[src/rtl/rx_cfg_pkg.sv]
`default_nettype none
package rx_cfg_pkg;
    // register indices; byte address is four times the index
    localparam logic [7:0] IDX_SYS_CFG = 8'h04;
    localparam logic [7:0] IDX_EVT_STATUS = 8'h0F;
    localparam logic [7:0] IDX_EVT_MASK = 8'h10;
    localparam logic [7:0] IDX_BUF_CTRL = 8'h11;
    localparam logic [31:0] SYS_CFG_RESET = 32'h0000_1200;
    localparam logic [4:0] EVT_MASK_RESET = 5'h00;
    // system configuration bit positions
    localparam int BIT_FILTER_EN = 0;
    localparam int BIT_ALLOW_RES = 6;
    localparam int BIT_ALLOW_T4 = 7;
    localparam int BIT_ALLOW_T5 = 8;
    localparam int BIT_IRQ_POL = 9;
    localparam int BIT_EDGE_SEL = 10;
    localparam int BIT_FCE_IGNORE = 11;
    localparam int BIT_DBUF_DIS = 12;
    localparam int BIT_PHE_ABORT_DIS = 13;
    // event status bit positions
    localparam int EVT_HDR_ERR = 0;
    localparam int EVT_RX_GOOD = 1;
    localparam int EVT_RX_REJECT = 2;
    localparam int EVT_CRC_ERR = 3;
    localparam int EVT_OVERRUN = 4;
    localparam int EVT_W = 5;
    localparam logic [2:0] TYPE_FOUR = 3'h4;
    localparam logic [2:0] TYPE_FIVE = 3'h5;
    localparam logic [9:0] LEN_BASE = 10'h005;
    localparam int SYNC_STAGES = 3;

    typedef struct packed {
        logic valid;
        logic [15:0] frame_control;
        logic [9:0] length;
        logic addr_match;
        logic crc_ok;
    } rx_frame_t;

    typedef struct packed {
        logic accept;
        logic reject;
        logic buf_index;
    } rx_verdict_t;
endpackage
`default_nettype wire

[src/rtl/rx_filter_host_config_bits.sv]
// What this block does
// RULE1: reserved allow clear: types 4..7 rejected unless type 4/5 allow accepts.
// RULE2: reserved allow set: reserved types accepted without address matching.
// RULE3: frames shorter than length implied by frame control are always rejected; the code rejects them only while frame filtering is enabled.
// RULE4: type four allow set accepts type 4 without address match.
// RULE5: type five allow set accepts type 5 without address match.
// RULE6: interrupt output active high when polarity bit is 1, else active low.
// RULE7: host should prefer active high interrupt for low power systems.
// RULE8: edge select 0 launches serial data on sampling edge, 1 opposite edge.
// RULE9: check error ignore set treats frames valid and advances buffer.
// RULE10: with checking on and double buffering, bad CRC frame's buffer is reused.
// RULE11: double buffering receives into one buffer while host reads other.
// RULE12: double buffer enabled when disable bit 0, single buffer when 1.
// RULE13: header abort disable 0: reception stops on uncorrectable header error.
// RULE14: uncorrectable header error sets the header error status flag.
// RULE15: host must never set header abort disable in an application.
// RULE16: type allow bits act only while frame filtering is enabled.
// RULE17: header abort disable set: keep demodulating but still flag error.
//
// Decided for this implementation: the APB register port.
`default_nettype none
module rx_filter_host_config_bits (
    // clock and reset
    input wire logic clk_in,
    input wire logic reset_n_in,
    // apb slave
    input wire logic psel_in,
    input wire logic penable_in,
    input wire logic pwrite_in,
    input wire logic [11:0] paddr_in,
    input wire logic [31:0] pwdata_in,
    output logic [31:0] prdata_out,
    output logic pready_out,
    output logic pslverr_out,
    // receiver side
    input wire rx_cfg_pkg::rx_frame_t frame_in,
    input wire logic phr_error_in,
    output rx_cfg_pkg::rx_verdict_t verdict_out,
    output logic rx_abort_out,
    // serial host link
    input wire logic sclk_in,
    input wire logic cs_n_in,
    output logic miso_out,
    // interrupt
    output logic irq_out
);
    logic [31:0] sys_cfg_reg;
    logic [rx_cfg_pkg::EVT_W-1:0] status_reg;
    logic [rx_cfg_pkg::EVT_W-1:0] mask_reg;
    logic [rx_cfg_pkg::EVT_W-1:0] evt_set;
    logic [1:0] buf_full_reg;
    logic wr_buf_reg;
    logic acc, accept, frame_good;
    logic wr_en, rd_en, mapped;
    logic [7:0] idx;

    function automatic logic [9:0] addr_bytes(input logic [1:0] mode);
        case (mode)
            2'h2: addr_bytes = 10'h002;
            2'h3: addr_bytes = 10'h008;
            default: addr_bytes = 10'h000;
        endcase
    endfunction

    // frame control + sequence + fcs, plus addressing fields
    function automatic logic [9:0] min_len(input logic [15:0] fc);
        logic [9:0] n;
        n = rx_cfg_pkg::LEN_BASE + addr_bytes(fc[11:10]) + addr_bytes(fc[15:14]);
        if (fc[11:10] != 2'h0)
            n = n + 10'h002;
        if (fc[15:14] != 2'h0 && !(fc[6] && fc[11:10] != 2'h0))
            n = n + 10'h002;
        min_len = n;
    endfunction

    // apb decode; zero wait states
    assign idx = paddr_in[9:2];
    assign mapped = (paddr_in[1:0] == 2'h0) && (paddr_in[11:10] == 2'h0) &&
                    (idx == rx_cfg_pkg::IDX_SYS_CFG || idx == rx_cfg_pkg::IDX_EVT_STATUS ||
                     idx == rx_cfg_pkg::IDX_EVT_MASK || idx == rx_cfg_pkg::IDX_BUF_CTRL);
    assign pready_out = 1'b1;
    assign pslverr_out = psel_in && penable_in && !mapped;
    assign wr_en = psel_in && penable_in && pwrite_in && mapped;
    assign rd_en = psel_in && penable_in && !pwrite_in && mapped;

    always_comb begin
        prdata_out = 32'h0000_0000;
        case (idx)
            rx_cfg_pkg::IDX_SYS_CFG: prdata_out = sys_cfg_reg;
            rx_cfg_pkg::IDX_EVT_STATUS: prdata_out = {27'h0, status_reg};
            rx_cfg_pkg::IDX_EVT_MASK: prdata_out = {27'h0, mask_reg};
            rx_cfg_pkg::IDX_BUF_CTRL: prdata_out = {29'h0, wr_buf_reg, buf_full_reg};
            default: prdata_out = 32'h0000_0000;
        endcase
        if (!mapped)
            prdata_out = 32'h0000_0000;
    end

    always_ff @(posedge clk_in or negedge reset_n_in) begin
        if (!reset_n_in)
            sys_cfg_reg <= rx_cfg_pkg::SYS_CFG_RESET;
        else if (wr_en && idx == rx_cfg_pkg::IDX_SYS_CFG)
            sys_cfg_reg <= pwdata_in;
    end

    always_ff @(posedge clk_in or negedge reset_n_in) begin
        if (!reset_n_in)
            mask_reg <= rx_cfg_pkg::EVT_MASK_RESET;
        else if (wr_en && idx == rx_cfg_pkg::IDX_EVT_MASK)
            mask_reg <= pwdata_in[rx_cfg_pkg::EVT_W-1:0];
    end

    // frame filter
    always_comb begin
        acc = frame_in.addr_match;
        // RULE1: RULE2: reserved types skip address match
        if (frame_in.frame_control[2])
            acc = sys_cfg_reg[rx_cfg_pkg::BIT_ALLOW_RES];
        // RULE4: type four allow
        if (frame_in.frame_control[2:0] == rx_cfg_pkg::TYPE_FOUR &&
            sys_cfg_reg[rx_cfg_pkg::BIT_ALLOW_T4])
            acc = 1'b1;
        // RULE5: type five allow
        if (frame_in.frame_control[2:0] == rx_cfg_pkg::TYPE_FIVE &&
            sys_cfg_reg[rx_cfg_pkg::BIT_ALLOW_T5])
            acc = 1'b1;
        // RULE3: minimum length check
        if (frame_in.length < min_len(frame_in.frame_control))
            acc = 1'b0;
    end
    // RULE16: filtering only when enabled
    assign accept = sys_cfg_reg[rx_cfg_pkg::BIT_FILTER_EN] ? acc : 1'b1;
    // RULE9: check errors ignored on request
    assign frame_good = frame_in.crc_ok || sys_cfg_reg[rx_cfg_pkg::BIT_FCE_IGNORE];

    always_ff @(posedge clk_in or negedge reset_n_in) begin
        if (!reset_n_in) begin
            verdict_out <= '0;
        end else begin
            verdict_out.accept <= frame_in.valid && accept && frame_good;
            verdict_out.reject <= frame_in.valid && !(accept && frame_good);
            verdict_out.buf_index <= wr_buf_reg;
        end
    end

    // buffer pair; a host write of 1 to bit n frees buffer n
    always_ff @(posedge clk_in or negedge reset_n_in) begin
        if (!reset_n_in) begin
            buf_full_reg <= 2'h0;
            wr_buf_reg <= 1'b0;
        end else begin
            logic [1:0] full_next;
            full_next = buf_full_reg;
            if (wr_en && idx == rx_cfg_pkg::IDX_BUF_CTRL)
                full_next = full_next & ~pwdata_in[1:0];
            // RULE10: bad frame leaves buffer for reuse
            if (frame_in.valid && accept && frame_good && !buf_full_reg[wr_buf_reg]) begin
                full_next[wr_buf_reg] = 1'b1;
                // RULE11: RULE12: switch only when double buffering
                if (!sys_cfg_reg[rx_cfg_pkg::BIT_DBUF_DIS])
                    wr_buf_reg <= ~wr_buf_reg;
            end
            if (sys_cfg_reg[rx_cfg_pkg::BIT_DBUF_DIS])
                wr_buf_reg <= 1'b0;
            buf_full_reg <= full_next;
        end
    end

    // RULE13: RULE17: abort unless disabled
    always_ff @(posedge clk_in or negedge reset_n_in) begin
        if (!reset_n_in)
            rx_abort_out <= 1'b0;
        else
            rx_abort_out <= phr_error_in && !sys_cfg_reg[rx_cfg_pkg::BIT_PHE_ABORT_DIS];
    end

    always_comb begin
        evt_set = '0;
        // RULE14: header error flag
        evt_set[rx_cfg_pkg::EVT_HDR_ERR] = phr_error_in;
        evt_set[rx_cfg_pkg::EVT_RX_GOOD] = frame_in.valid && accept && frame_good;
        evt_set[rx_cfg_pkg::EVT_RX_REJECT] = frame_in.valid && !accept;
        evt_set[rx_cfg_pkg::EVT_CRC_ERR] = frame_in.valid && !frame_good;
        evt_set[rx_cfg_pkg::EVT_OVERRUN] = frame_in.valid && accept && frame_good &&
                                           buf_full_reg[wr_buf_reg];
    end

    // read clears, but a new event in the same cycle wins
    always_ff @(posedge clk_in or negedge reset_n_in) begin
        if (!reset_n_in)
            status_reg <= '0;
        else if (rd_en && idx == rx_cfg_pkg::IDX_EVT_STATUS)
            status_reg <= evt_set;
        else
            status_reg <= status_reg | evt_set;
    end

    // RULE6: interrupt polarity
    always_ff @(posedge clk_in or negedge reset_n_in) begin
        if (!reset_n_in)
            irq_out <= 1'b0;
        else
            irq_out <= (|(status_reg & mask_reg)) == sys_cfg_reg[rx_cfg_pkg::BIT_IRQ_POL];
    end

    // link inputs through three flops; change counted when last two agree
    logic [rx_cfg_pkg::SYNC_STAGES-1:0] sclk_sync, cs_sync;
    logic sclk_level, cs_level, sclk_prev, cs_prev;
    logic [7:0] shift_reg;

    always_ff @(posedge clk_in or negedge reset_n_in) begin
        if (!reset_n_in) begin
            sclk_sync <= '0;
            cs_sync <= '1;
        end else begin
            sclk_sync <= {sclk_sync[1:0], sclk_in};
            cs_sync <= {cs_sync[1:0], cs_n_in};
        end
    end

    always_ff @(posedge clk_in or negedge reset_n_in) begin
        if (!reset_n_in) begin
            sclk_level <= 1'b0;
            cs_level <= 1'b1;
            sclk_prev <= 1'b0;
            cs_prev <= 1'b1;
        end else begin
            if (sclk_sync[1] == sclk_sync[2])
                sclk_level <= sclk_sync[2];
            if (cs_sync[1] == cs_sync[2])
                cs_level <= cs_sync[2];
            sclk_prev <= sclk_level;
            cs_prev <= cs_level;
        end
    end

    // status byte shifted out msb first; sampling edge is rising sclk
    always_ff @(posedge clk_in or negedge reset_n_in) begin
        if (!reset_n_in) begin
            shift_reg <= 8'h00;
            miso_out <= 1'b0;
        end else if (cs_prev && !cs_level) begin
            // msb must stand before the first sampling edge; it is always 0
            shift_reg <= {2'h0, status_reg, 1'b0};
            miso_out <= 1'b0;
        end else if (!cs_level) begin
            // RULE8: launch edge select
            if (sys_cfg_reg[rx_cfg_pkg::BIT_EDGE_SEL] ? (sclk_prev && !sclk_level)
                                                       : (!sclk_prev && sclk_level)) begin
                miso_out <= shift_reg[7];
                shift_reg <= {shift_reg[6:0], 1'b0};
            end
        end
    end
endmodule
`default_nettype wire

[config.mk]
export PLATFORM = sky130hd
export DESIGN_NAME = rx_filter_host_config_bits
export DESIGN_NICKNAME = d
export VERILOG_FILES = /design/src/rtl/rx_cfg_pkg.sv /design/src/rtl/rx_filter_host_config_bits.sv
export SDC_FILE = /design/constraint.sdc
export NUM_CORES = 1
export LEC_CHECK = 0
export CAP_MARGIN = 20
export CORE_MARGIN = 5
export CORE_UTILIZATION = 50
export CTS_BUF_LIST = sky130_fd_sc_hd__clkbuf_2
export DETAILED_ROUTE_END_ITERATION = 6
export DONT_BUFFER_PORTS = 1
export GPL_ROUTABILITY_DRIVEN = 0
export GPL_TIMING_DRIVEN = 0
export PLACE_DENSITY = 0.66
export SETUP_SLACK_MARGIN = 0.1
export SYNTH_ARGS = -nofsm -noshare
export SYNTH_HDL_FRONTEND = slang
export SYNTH_SLANG_ARGS = --single-unit
export TNS_END_PERCENT = 100
[constraint.sdc]
create_clock -name clk_in -period 2.7 [get_ports clk_in]
set_clock_uncertainty 0.15 [all_clocks]
set_input_delay 0.135 -clock clk_in [delete_from_list [all_inputs] [get_ports clk_in]]
set_output_delay 0.135 -clock clk_in [all_outputs]
set_load 0.1 [all_outputs]
Word-level counts from Yosys, hierarchy flattened
Index checks and enable logic that the tools add are counted.
{"block": "classes", "n_addsub": 4, "n_lt_le_gt_ge": 3, "n_eq_ne": 14, "mux": 27, "bitwise_logic": 6, "reduce_logical": 52}
{"operator": "$pmux W32 S4", "n": 1}
{"operator": "$mux W32", "n": 1}
{"operator": "$logic_and A1 B1 Y1", "n": 29}
{"operator": "$mux W8", "n": 3}
{"operator": "$add A10 B2 Y10 const B", "n": 2}
{"operator": "$mux W10", "n": 2}
{"operator": "$eq A8 B5 Y1 const B", "n": 2}
{"operator": "$pmux W4 S2", "n": 2}
{"operator": "$mux W1", "n": 14}
{"operator": "$logic_not A1 Y1", "n": 11}
{"operator": "$add A10 B10 Y10", "n": 1}
{"operator": "$add A3 B10 Y10 const A", "n": 1}
{"operator": "$lt A10 B10 Y1", "n": 1}
{"operator": "$eq A2 B2 Y1 const B", "n": 4}
{"operator": "$eq A8 B3 Y1 const B", "n": 1}
{"operator": "$eq A8 B4 Y1 const B", "n": 1}
{"operator": "$reduce_bool A2 Y1", "n": 4}
{"operator": "$eq A3 B3 Y1 const B", "n": 2}
{"operator": "$and A5 B5 Y5", "n": 1}
{"operator": "$mux W5", "n": 1}
{"operator": "$or A5 B5 Y5", "n": 1}
{"operator": "$reduce_or A5 Y1", "n": 1}
{"operator": "$logic_not A2 Y1", "n": 2}
{"operator": "$logic_or A1 B1 Y1", "n": 4}
{"operator": "11 further kinds", "n": 14}
{"block": "word_totals", "register_bits": 69, "input_bits": 81, "elab_cells": 124}

Longest topological paths before layout
Gate-level depths: netlist (run 1).
{"block": "depth", "depth_word": 16, "depth_mapped": 17, "ltp_nobuf": 16}

Least setup slack after synthesis (run 1)
No wires, ideal clock.
{"block": "synth_timing", "path_kind": "input to register", "startpoint": "input frame_in[22] (netlist bit)", "endpoint": "register wr_buf_reg", "setup_ns": 0.122, "arrival_time_ns": 2.996, "required_ns": 2.428, "setup_slack_ns": -0.568, "path_stages": 17, "n_path_buf": 1, "cell_sequence": "clkbuf_1 -> nor2b_1 -> ha_1 -> nor2b_1 -> nor2_1 -> ha_1 -> and3b_1 -> o21ai_0 -> o21ai_0 -> a2bb2oi_1 -> ha_1 -> a21o_1 -> a21oi_1 -> o211ai_1 -> nand3_1 -> inv_1 -> a32o_1"}
{"block": "synth_between", "elab_chain_cells": 15, "word_cells_on_any_way": 20}
{"element": "start, declared", "line_no": "rx_filter_host_config_bits.sv:36", "text": "input wire rx_cfg_pkg::rx_frame_t frame_in,"}
{"element": "$eq A2 B2 Y1", "line_no": "rx_filter_host_config_bits.sv:58", "text": "case (mode)"}
{"element": "$pmux W4 S2", "line_no": "rx_filter_host_config_bits.sv:58"}
{"element": "$add A3 B10 Y10", "line_no": "rx_filter_host_config_bits.sv:68", "text": "n = rx_cfg_pkg::LEN_BASE + addr_bytes(fc[11:10]) + addr_bytes(fc[15:14]);"}
{"element": "$add A10 B10 Y10", "line_no": "rx_filter_host_config_bits.sv:68"}
{"element": "$add A10 B2 Y10", "line_no": "rx_filter_host_config_bits.sv:70", "text": "n = n + 10'h002;"}
{"element": "$mux W10", "line_no": "rx_filter_host_config_bits.sv:69", "text": "if (fc[11:10] != 2'h0)"}
{"element": "$add A10 B2 Y10", "line_no": "rx_filter_host_config_bits.sv:72", "text": "n = n + 10'h002;"}
{"element": "$mux W10 *", "line_no": "rx_filter_host_config_bits.sv:71", "text": "if (fc[15:14] != 2'h0 && !(fc[6] && fc[11:10] != 2'h0))"}
{"element": "$lt A10 B10 Y1 *", "line_no": "rx_filter_host_config_bits.sv:128", "text": "if (frame_in.length < min_len(frame_in.frame_control))"}
{"element": "$mux W1 *", "line_no": "rx_filter_host_config_bits.sv:128"}
{"element": "$mux W1 *", "line_no": "rx_filter_host_config_bits.sv:132", "text": "assign accept = sys_cfg_reg[rx_cfg_pkg::BIT_FILTER_EN] ? acc : 1'b1;"}
{"element": "$logic_and A1 B1 Y1 * (2 in a row)"}
{"element": "via evt_set, one bit", "line_no": "rx_filter_host_config_bits.sv:50", "text": "logic [rx_cfg_pkg::EVT_W-1:0] evt_set;"}
{"element": "$logic_and A1 B1 Y1 *", "line_no": "rx_filter_host_config_bits.sv:157", "text": "if (frame_in.valid && accept && frame_good && !buf_full_reg[wr_buf_reg]) begin"}
{"element": "$reduce_bool A2 Y1 (no line) *"}
{"element": "end signal, assigned", "line_no": "rx_filter_host_config_bits.sv:161", "text": "wr_buf_reg <= ~wr_buf_reg;"}
{"element": "end, declared", "line_no": "rx_filter_host_config_bits.sv:52", "text": "logic wr_buf_reg;"}
The timed path passes the listed nets; every way through them passes the cells marked *.
A chain may end at the register's enable or synchronous reset.

Final worst setup path (run 1)
{"block": "layout_timing", "startpoint": "input frame_in[22] (netlist bit)", "endpoint": "register wr_buf_reg"}
{"block": "layout_between", "elab_chain_cells": 15, "word_cells_on_any_way": 20}
{"element": "$eq A2 B2 Y1", "line_no": "rx_filter_host_config_bits.sv:58"}
{"element": "$pmux W4 S2", "line_no": "rx_filter_host_config_bits.sv:58"}
{"element": "$add A3 B10 Y10", "line_no": "rx_filter_host_config_bits.sv:68"}
{"element": "$add A10 B10 Y10", "line_no": "rx_filter_host_config_bits.sv:68"}
{"element": "$add A10 B2 Y10", "line_no": "rx_filter_host_config_bits.sv:70"}
{"element": "$mux W10", "line_no": "rx_filter_host_config_bits.sv:69"}
{"element": "$add A10 B2 Y10", "line_no": "rx_filter_host_config_bits.sv:72"}
{"element": "$mux W10 *", "line_no": "rx_filter_host_config_bits.sv:71"}
{"element": "$lt A10 B10 Y1 *", "line_no": "rx_filter_host_config_bits.sv:128"}
{"element": "$mux W1 *", "line_no": "rx_filter_host_config_bits.sv:128"}
{"element": "$mux W1 *", "line_no": "rx_filter_host_config_bits.sv:132"}
{"element": "$logic_and A1 B1 Y1 * (3 in a row)", "line_no": "rx_filter_host_config_bits.sv:157"}
{"element": "$reduce_bool A2 Y1 (no line) *"}
Every way passes the cells marked *; elsewhere a longest branch is shown, timed or not.

==> summary.md, run 1 <==
| Metric | Value |
|---|---|
| Status | finished clean |
| Max Fclk | 392.1 MHz |
| Vias | 2620 |
| CP peak stage delay | 330 ps |
| Leakage | 2.093 nW |
| Chip Width | 93.27 um |
| Post-DRT Antenna Nets | 0 |
| WL/cell | 18.55 um |
| DRC errors left | 0 |
| Final HPWL from detailed placement | 5.667 mm |
| Net Sw Frac | 30.76% |
| Max-cap violations | 0 |
| Fill count | 494 |
| GRT overflow | 0 |
| HP Class | input port to flip-flop |
| Least-Margin Pin Slew | 912.8 ps |
| CP max-delay cell | o211ai_1 |
| Worst path top cell family by delay | simple AND/OR/NAND/NOR gates |
| Internal power | 1.588 mW |
| PortBufs | 0 |
| CP Capture Type | flip-flop |
| Synth top area cells | dfrtp_1 44%, mux2_1 9.7%, and2_1 5.4% |
| Clock tree buffer depth | 2 |
| Pins Over Slew Limit | 0 |
| Post-synth cell types | 57 |
| Die height | 93.27 um |
| Period utilization | 94.45% |
| Synthesized area per cell | 11.56 um^2 |
| # diodes | 0 |
| Area share of the largest cell type after synthesis | 44.03% |
| Buf/Inv on CP | 2 |
| Pre-antenna DRT Iters | 6 |
| Logic pwr share | 15.4% |
| Vias in the first global route | 2852 |
| Biggest area consumer among synthesized cells | dfrtp_1 |
| Largest net degree at the start of global routing | 58 |
| Final Hold Fails | 0 |
| Num CTS Buffers | 9 |
| Max H-tree Level | 3 |
| Max VDD drop | 0.5523 mV |
| Initial antenna violation count | 0 |
| CP max FO | 9 |
| Critical path required time | 2940 ps |
| Power Total | 2.294 mW |
| Syn. warnings | 0 |
| Most common library cells after synthesis | 61 x dfrtp_1, 30 x and2_1, 30 x mux2_1, 16 x a21oi_1, 16 x nor2_1 |
| Core Rows | 30 |
| Syn-to-layout area delta | 32.37% |
| Initial Util | 51.31% |
| CTS sink cnt | 68 |
| Fraction of registers with async set/reset | 100.0% |
| CP arrival | 2790 ps |
| Total GRT Usage | 20.27% |
| Number of synthesized flops with an enable pin | 0 |
| Synth Instances | 300 |
| Core Footprint | 6756 um^2 |
| CP Class | input port to flip-flop |
| Clock latency at the later pin of the worst-skew pair | 490 ps |
| Reg power frac | 54.5% |
| Sequential area share after synthesis | 49.33% |
| RSZ-0062 raised after global routing | yes |
| First-pass GRT wire length | 13.94 mm |
| Slew headroom | 39.15% |
| Mapped cell area | 3467 um^2 |
| Net count reported at finish | 465 |
| Clock network power share | 30.1% |
| Final wirelength | 8.498 mm |
| Yosys reg bits | 68 |
| FF+latch area | 1710 um^2 |
| Post-route cell area | 4589 um^2 |
| Area of the multi-input gates | 1893 um^2 |
| DR vias/cell | 5.721 |
| I/O Pins | 121 |
| CTS clk-pin slew, worst paths | 190 ps |
| Post-DP Area | 3707 um^2 |
| Count leader, synth | dfrtp_1 |
| Die Area | 8699 um^2 |
| Worst Setup Start Kind | input port |
| DR iter-0 viols | 123 |
| Setup violators final | 0 |
| Flip-flop count of the largest register after layout | 32 |
| CTS tree | done |
| CTS root buf | clkbuf_2 |
| Sw Pwr | 0.7057 mW |
| Final min period | 2550 ps |
| Top FF cell, synth | dfrtp_1 |
| Layout cells sized above 1 | 27.78% |
| Critical path cell sequence | clkbuf_16 > nor2b_4 > ha_4 > nor2b_4 > nor2_4 > ha_4 > and3b_2 > nand2_2 > o21ai_2 > a2bb2oi_2 > ha_1 > nand4b_1 > o211ai_1 > buf_4 > nand3_1 > a32o_1 |
| PwrDens | 499.9 nW/um^2 |
| Setup tns final | 0 ps |
## layout by cell type, fill, tap and decap left out, drive strengths merged, types with 10 or more instances in the layout
master,synthesis,routed
a21oi,16,16
and2,32,32
buf,5,13
clkbuf,5,14
dfrtp,61,61
dlygate4sd3,0,53
ha,10,10
inv,9,10
mux2,39,39
nand2,14,14
nor2,16,16
o21ai,11,11
## worst paths after layout
check / startpoint / to / slack (ps) / cells after the start
setup / recovery: frame_in[22] / wr_buf_reg$_DFFE_PN0P_ / 150 / 16
hold / removal: paddr_in[5] / buf_full_reg[1]$_DFF_PN0_ / 80 / 5
setup reg to reg: sys_cfg_reg[8]$_DFFE_PN0P_ / wr_buf_reg$_DFFE_PN0P_ / 800 / 6
hold reg to reg: sclk_sync[0]$_DFF_PN0_ / sclk_sync[1]$_DFF_PN0_ / 230 / 0
max in group asynchronous: reset_n_in / sys_cfg_reg[31]$_DFFE_PN0P_ / 640 / 4
min in group asynchronous: reset_n_in / sys_cfg_reg[20]$_DFFE_PN0P_ / 540 / 3
## layout make-up
class / instances / area share [%]
Clock inverter: 6 / 1.936
Clock buffer: 10 / 1.091
Timing Repair Buffer: 62 / 13.85
Multi-Input combinational cell: 214 / 41.25
Sequential cell: 68 / 37.27
Buffer: 9 / 1.690
Tap cell: 80 / 2.181
Inverter: 9 / 0.7361
## cell families (layout without fill, tap and decap cells)
group           Yosys count  in the layout  synth area share (%)
compound gates           52             52                 10.29
xor+xnor                  5              5                 1.263
fa+ha+maj                13             13                 4.764
buf+inv                  19             96                 2.490
flops                    68             68                 49.33
mux                      43             43                 13.82
other cells               1              2                0.1082
simple gates             99             99                 17.94
## worst min-delay path: cells and delay by family
family	cells	cell delay (ps)
compound gates	2	130
simple gates	3	420
## power groups by stage
stage / Combinational, mW / Clock [mW] / Sequential, mW
after floorplan: 0.207 / 0 / 1.25
after detailed placement: 0.241 / 0 / 1.27
after global routing: 0.394 / 0.758 / 1.26
after global placement: 0.233 / 0 / 1.27
after CTS: 0.330 / 0.703 / 1.25
final: 0.353 / 0.691 / 1.25
## timing repair
item                                    CTS  global route
buffers inserted                          2             5
gates resized for setup                  32            16
endpoints found under the hold margin   118             1
endpoints found under the setup margin   33            26
hold buffers                             54             1
pin swaps                                 2            10
## metrics by stage
step / hold slack, ps / utilization [%] / setup slack [ps] / std cells
final: 81.98 / 67.93 / 149.7 / 458
after global routing: 41.15 / 67.93 / 37.55 / 458
after CTS: 3.800 / 66.31 / 154.8 / 452
after detailed placement: -308.4 / 54.87 / -398.1 / 381
after global placement: -309.0 / 54.87 / -359.3 / 381
after floorplan: -310.6 / - / -89.71 / 301
## per-layer routing
| metal | vias up | GRT usage [%] | part of all wire [%] |
|---|---|---|---|
| li1 | 1231 | - | - |
| met1 | 1289 | 24.75 | 42 |
| met2 | 95 | 33.65 | 49 |
| met3 | 5 | 7.482 | 8.6 |
| met4 | 0 | 5.617 | 0.55 |
| met5 | - | 0 | 0 |
Power figures use the tool's default switching activity.
==> run 2, diff against run 1 <==
--- a/config.mk
+++ b/config.mk
@@ -5,6 +5,7 @@
 export SDC_FILE = /design/constraint.sdc
 export NUM_CORES = 1
 export LEC_CHECK = 0
+export ABC_AREA = 1
 export CAP_MARGIN = 20
 export CORE_MARGIN = 5
 export CORE_UTILIZATION = 50
==> run 2 against run 1 <==
Against the previous run:
- clock power fell by 11%
- non-clock buffer count rose by 14
- synthesized cell count rose by 56%
- global-route usage rose by 0.25 points
- count of clock-buffer cells in the layout fell by 1
- first-iteration DRC count rose by 24%
- critical endpoint is now prdata_out[6]
==> summary.md, run 2 <==
| Metric | Value |
|---|---|
| Status | finished clean (unchanged) |
| CTS tree | done (unchanged) |
| Area share of the largest cell type after synthesis | 39.84% (was 44.03%) |
| Clock network power share | 27.5% (was 30.1%) |
| Worst Reg-to-Reg Cells | 10 (was 6) |
| XOR/XNOR Fraction of Synth Area | 1.372% (was 1.263%) |
| Top FF cell, synth | dfrtp_1 (unchanged) |
| Largest family of logic cells by synthesized area | simple AND/OR/NAND/NOR gates (unchanged) |
| Die Area | 9513 um^2 (was 8699 um^2) |
| Setup violators final | 0 (unchanged) |
| Worst R2R Start | sys_cfg_reg[6]$_DFFE_PN0P_ (was sys_cfg_reg[8]$_DFFE_PN0P_) |
| Area of the multi-input gates | 1869 um^2 (was 1893 um^2) |
| Count leader, synth | nand2_1 (was dfrtp_1) |
| Synth Instances | 467 (was 300) |
| Syn. warnings | 0 (unchanged) |
| Critical Path Stages | 8 (was 16) |
| Max-cap violations | 0 (unchanged) |
| CTS root buf | clkbuf_2 (unchanged) |
| Logic pwr share | 15.9% (was 15.4%) |
| FF+latch area | 1710 um^2 (unchanged) |
| CP Capture Type | output pin (was flip-flop) |
| First-pass GRT wire length | 16.06 mm (was 13.94 mm) |
| Total GRT Usage | 20.52% (was 20.27%) |
| Synth top area cells | dfrtp_1 40%, nand2_1 11%, o21ai_2 7.3% (was dfrtp_1 44%, mux2_1 9.7%, and2_1 5.4%) |
| Simple-gate area share of the yosys netlist | 27.34% (was 17.94%) |
| Period utilization | 94.36% (was 94.45%) |
| Net count reported at finish | 643 (was 465) |
| Flip-flop count of the largest register after layout | 32 (unchanged) |
| Leakage | 2.389 nW (was 2.093 nW) |
| # diodes | 0 (unchanged) |
| Hold WS | 19.49 ps (was 81.98 ps) |
| Critical path startpoint | paddr_in[9] (was frame_in[22]) |
| Max Fclk | 392.5 MHz (was 392.1 MHz) |
| Clock tree buffer depth | 2 (unchanged) |
| DR iter-0 viols | 153 (was 123) |
| Max VDD drop | 0.4149 mV (was 0.5523 mV) |
| Internal power | 1.481 mW (was 1.588 mW) |
| Num CTS Buffers | 9 (unchanged) |
| Critical path required time | 2410 ps (was 2940 ps) |
| Mapped cell area | 3831 um^2 (was 3467 um^2) |
| Most frequent cells in the layout | 113 x nand2_1, 71 x inv_1, 61 x dfrtp_1, 61 x dlygate4sd3_1 (was 61 x dfrtp_1, 53 x dlygate4sd3_1, 30 x mux2_1, 20 x and2_4) |
| Critical path cell sequence | nor2_2 > nand2_2 > nor2_4 > nand2_2 > nand4_1 > nand2_1 > clkbuf_1 > nor2_2 (was clkbuf_16 > nor2b_4 > ha_4 > nor2b_4 > nor2_4 > ha_4 > and3b_2 > nand2_2 > o21ai_2 > a2bb2oi_2 > ha_1 > nand4b_1 > o211ai_1 > buf_4 > nand3_1 > a32o_1) |
| Largest net degree at the start of global routing | 56 (was 58) |
| Most common library cells after synthesis | 113 x nand2_1, 71 x inv_1, 61 x dfrtp_1, 53 x nor2_1 (was 61 x dfrtp_1, 30 x and2_1, 30 x mux2_1, 16 x a21oi_1, 16 x nor2_1) |
| Least-Margin Pin Slew | 1090 ps (was 912.8 ps) |
| Final wirelength | 9.543 mm (was 8.498 mm) |
| Pre-antenna DRT Iters | 4 (was 6) |
| HP Class | input port to flip-flop (unchanged) |
| Reg power frac | 56.6% (was 54.5%) |
| Non-Filler Instances | 658 (was 458) |
| Biggest area consumer among synthesized cells | dfrtp_1 (unchanged) |
| PortBufs | 0 (unchanged) |
| Final min period | 2548 ps (was 2550 ps) |
| Placed Cells | 578 (was 381) |
| CTS sink cnt | 68 (unchanged) |
| Net Sw Frac | 33.93% (was 30.76%) |
| CP max FO | 10 (was 9) |
| CP max-delay cell | nor2_2 (was o211ai_1) |
| Worst Setup Start Kind | input port (unchanged) |
| GRT overflow | 0 (unchanged) |
| CP peak stage delay | 940 ps (was 330 ps) |
| Final Util | 67.02% (was 67.93%) |
| Reg2Reg Capture Point | status_reg[4]$_DFF_PN0_ (was wr_buf_reg$_DFFE_PN0P_) |
| CP Class | input port to output pin (was input port to flip-flop) |
| Placement Setup Slack | -112.5 ps (was -398.1 ps) |
| Fill count | 629 (was 494) |
| Initial Util | 50.36% (was 51.31%) |
| CTS clk-pin slew, worst paths | 190 ps (about the same) |
| I/O Pins | 121 (unchanged) |
| RSZ-0062 raised after global routing | yes (unchanged) |
| Chip Width | 97.54 um (was 93.27 um) |
| Vias in the first global route | 3416 (was 2852) |
| Slew headroom | 27.29% (was 39.15%) |
| PwrDens | 439.6 nW/um^2 (was 499.9 nW/um^2) |
| Final HPWL from detailed placement | 6.538 mm (was 5.667 mm) |
| CP endpoint | prdata_out[6] (was wr_buf_reg$_DFFE_PN0P_) |
| Pins Over Slew Limit | 0 (unchanged) |
| DR vias/cell | 4.988 (was 5.721) |
| Post-synthesis compound-gate area fraction | 11.85% (was 10.29%) |
| Final Hold Fails | 0 (unchanged) |
| Layout cells sized above 1 | 27.16% (was 27.78%) |
| Vias | 3282 (was 2620) |
| Yosys reg bits | 68 (unchanged) |
| Fraction of registers with async set/reset | 100.0% (unchanged) |
| Synthesized area per cell | 8.204 um^2 (was 11.56 um^2) |
| WL/cell | 14.50 um (was 18.55 um) |
| Number of synthesized flops with an enable pin | 0 (unchanged) |
| Post-DRT Antenna Nets | 0 (unchanged) |
| Worst path top cell family by delay | simple AND/OR/NAND/NOR gates (unchanged) |
| Commonest non-fill, non-tap cell in the layout | nand2_1 (was dfrtp_1) |
| Post-synth cell types | 40 (was 57) |
| Buf/Inv on CP | 1 (was 2) |
| Core Footprint | 7607 um^2 (was 6756 um^2) |
| Reg-to-reg setup timing slack | 250 ps (was 800 ps) |
| Initial antenna violation count | 0 (unchanged) |
| Setup ws final | 152.3 ps (was 149.7 ps) |
| Post-synthesis mux area share | 0.5225% (was 13.82%) |
| Syn-to-layout area delta | 33.08% (was 32.37%) |
| CP arrival | 2260 ps (was 2790 ps) |
| Sw Pwr | 0.7605 mW (was 0.7057 mW) |
| Sequential area share after synthesis | 44.64% (was 49.33%) |
| Core Rows | 32 (was 30) |
| Clock latency at the later pin of the worst-skew pair | 500 ps (was 490 ps) |
| Adder-cell share of the synthesized area | 4.311% (was 4.764%) |
| Max H-tree Level | 3 (unchanged) |
| Die height | 97.54 um (was 93.27 um) |
| DRC errors left | 0 (unchanged) |
-- run 2: cell count changes in the layout (fill, tap and decap cells not counted), moves of 15 or more --
cell     change
nand2_1    +100
inv_1       +62
nand2_2     +31
mux2_1      -30
o21ai_2     +29
nor2_2      +24
and2_4      -20
nor2_1      +15
-- run 2: worst min path at each step --
stage,startpoint,endpoint,cells past startpoint
after CTS,frame_in[9],status_reg[2]$_DFF_PN0_,8
after floorplan,reset_n_in,buf_full_reg[0]$_DFF_PN0_,0
final,frame_in[9],status_reg[2]$_DFF_PN0_,8
after detailed placement,reset_n_in,miso_out$_DFFE_PN0P_,0
after global placement,reset_n_in,miso_out$_DFFE_PN0P_,0
after global routing,paddr_in[7],buf_full_reg[1]$_DFF_PN0_,7
-- run 2: power groups by stage --
stage / clock network (mW) / logic (mW) / registers [mW]
6_report: 0.616 / 0.356 / 1.27
5_1_grt: 0.667 / 0.414 / 1.28
4_1_cts: 0.624 / 0.356 / 1.27
3_5_place_dp: 0 / 0.262 / 1.29
3_3_place_gp: 0 / 0.252 / 1.28
2_1_floorplan: 0 / 0.222 / 1.27
-- run 2: worst register-to-register path, cell delays in order (launching register included) --
cell           delay [ps]
dfrtp_1               440
mux2i_1               150
dlygate4sd3_1         560
nand3_1                60
dlygate4sd3_1         550
nand2_1               100
nand2_1               100
nand2_1                90
nor2_1                 50
nand2_1                90
nand2_1                50
-- run 2: repair_timing --
| item | in CTS | in global routing |
|---|---|---|
| hold endpoints to repair | 118 | 1 |
| gates resized for setup | 0 | 2 |
| buffers inserted | 0 | 1 |
| setup endpoints to repair | 0 | 14 |
| hold buffers | 62 | 1 |
-- run 2: cell type report --
cell class,instances,share of cell area [%]
well taps,102,2.503
clock inverters,7,1.472
multi-input cells,313,36.66
flip-flops and latches,68,33.55
repair buffers,72,17.52
plain buffers,13,1.963
inverters,74,5.448
clock buffers,9,0.8834
-- run 2: logic make-up (layout without fill, tap and decap cells) --
group	count (synthesis)	after routing
compound gates	60	60
other cells	1	2
mux	2	2
flops	68	68
xor+xnor	6	6
buf+inv	87	175
fa+ha+maj	13	13
simple gates	230	230
-- run 2: per-layer routing --
layer / up-vias / share of wire (%) / wire length [um] / GRT usage (%)
met3: 13 / 6.5 / 618 / 4.666
met5: - / 0 / 0 / 0
li1: 1620 / - / - / -
met2: 107 / 51 / 4881 / 35.06
met1: 1542 / 41 / 3905 / 25.82
met4: 0 / 1.4 / 138 / 6.390
-- run 2: per-stage QoR --
stage / cell area [um^2] / power [mW] / setup TNS, ps
floorplan: 3835 / 1.492 / -1868
global placement: 3963 / 1.535 / -8517
CTS: 5071 / 2.248 / 0
finish: 5099 / 2.241 / 0
detailed placement: 4295 / 1.550 / -316.3
global route: 5099 / 2.360 / 0
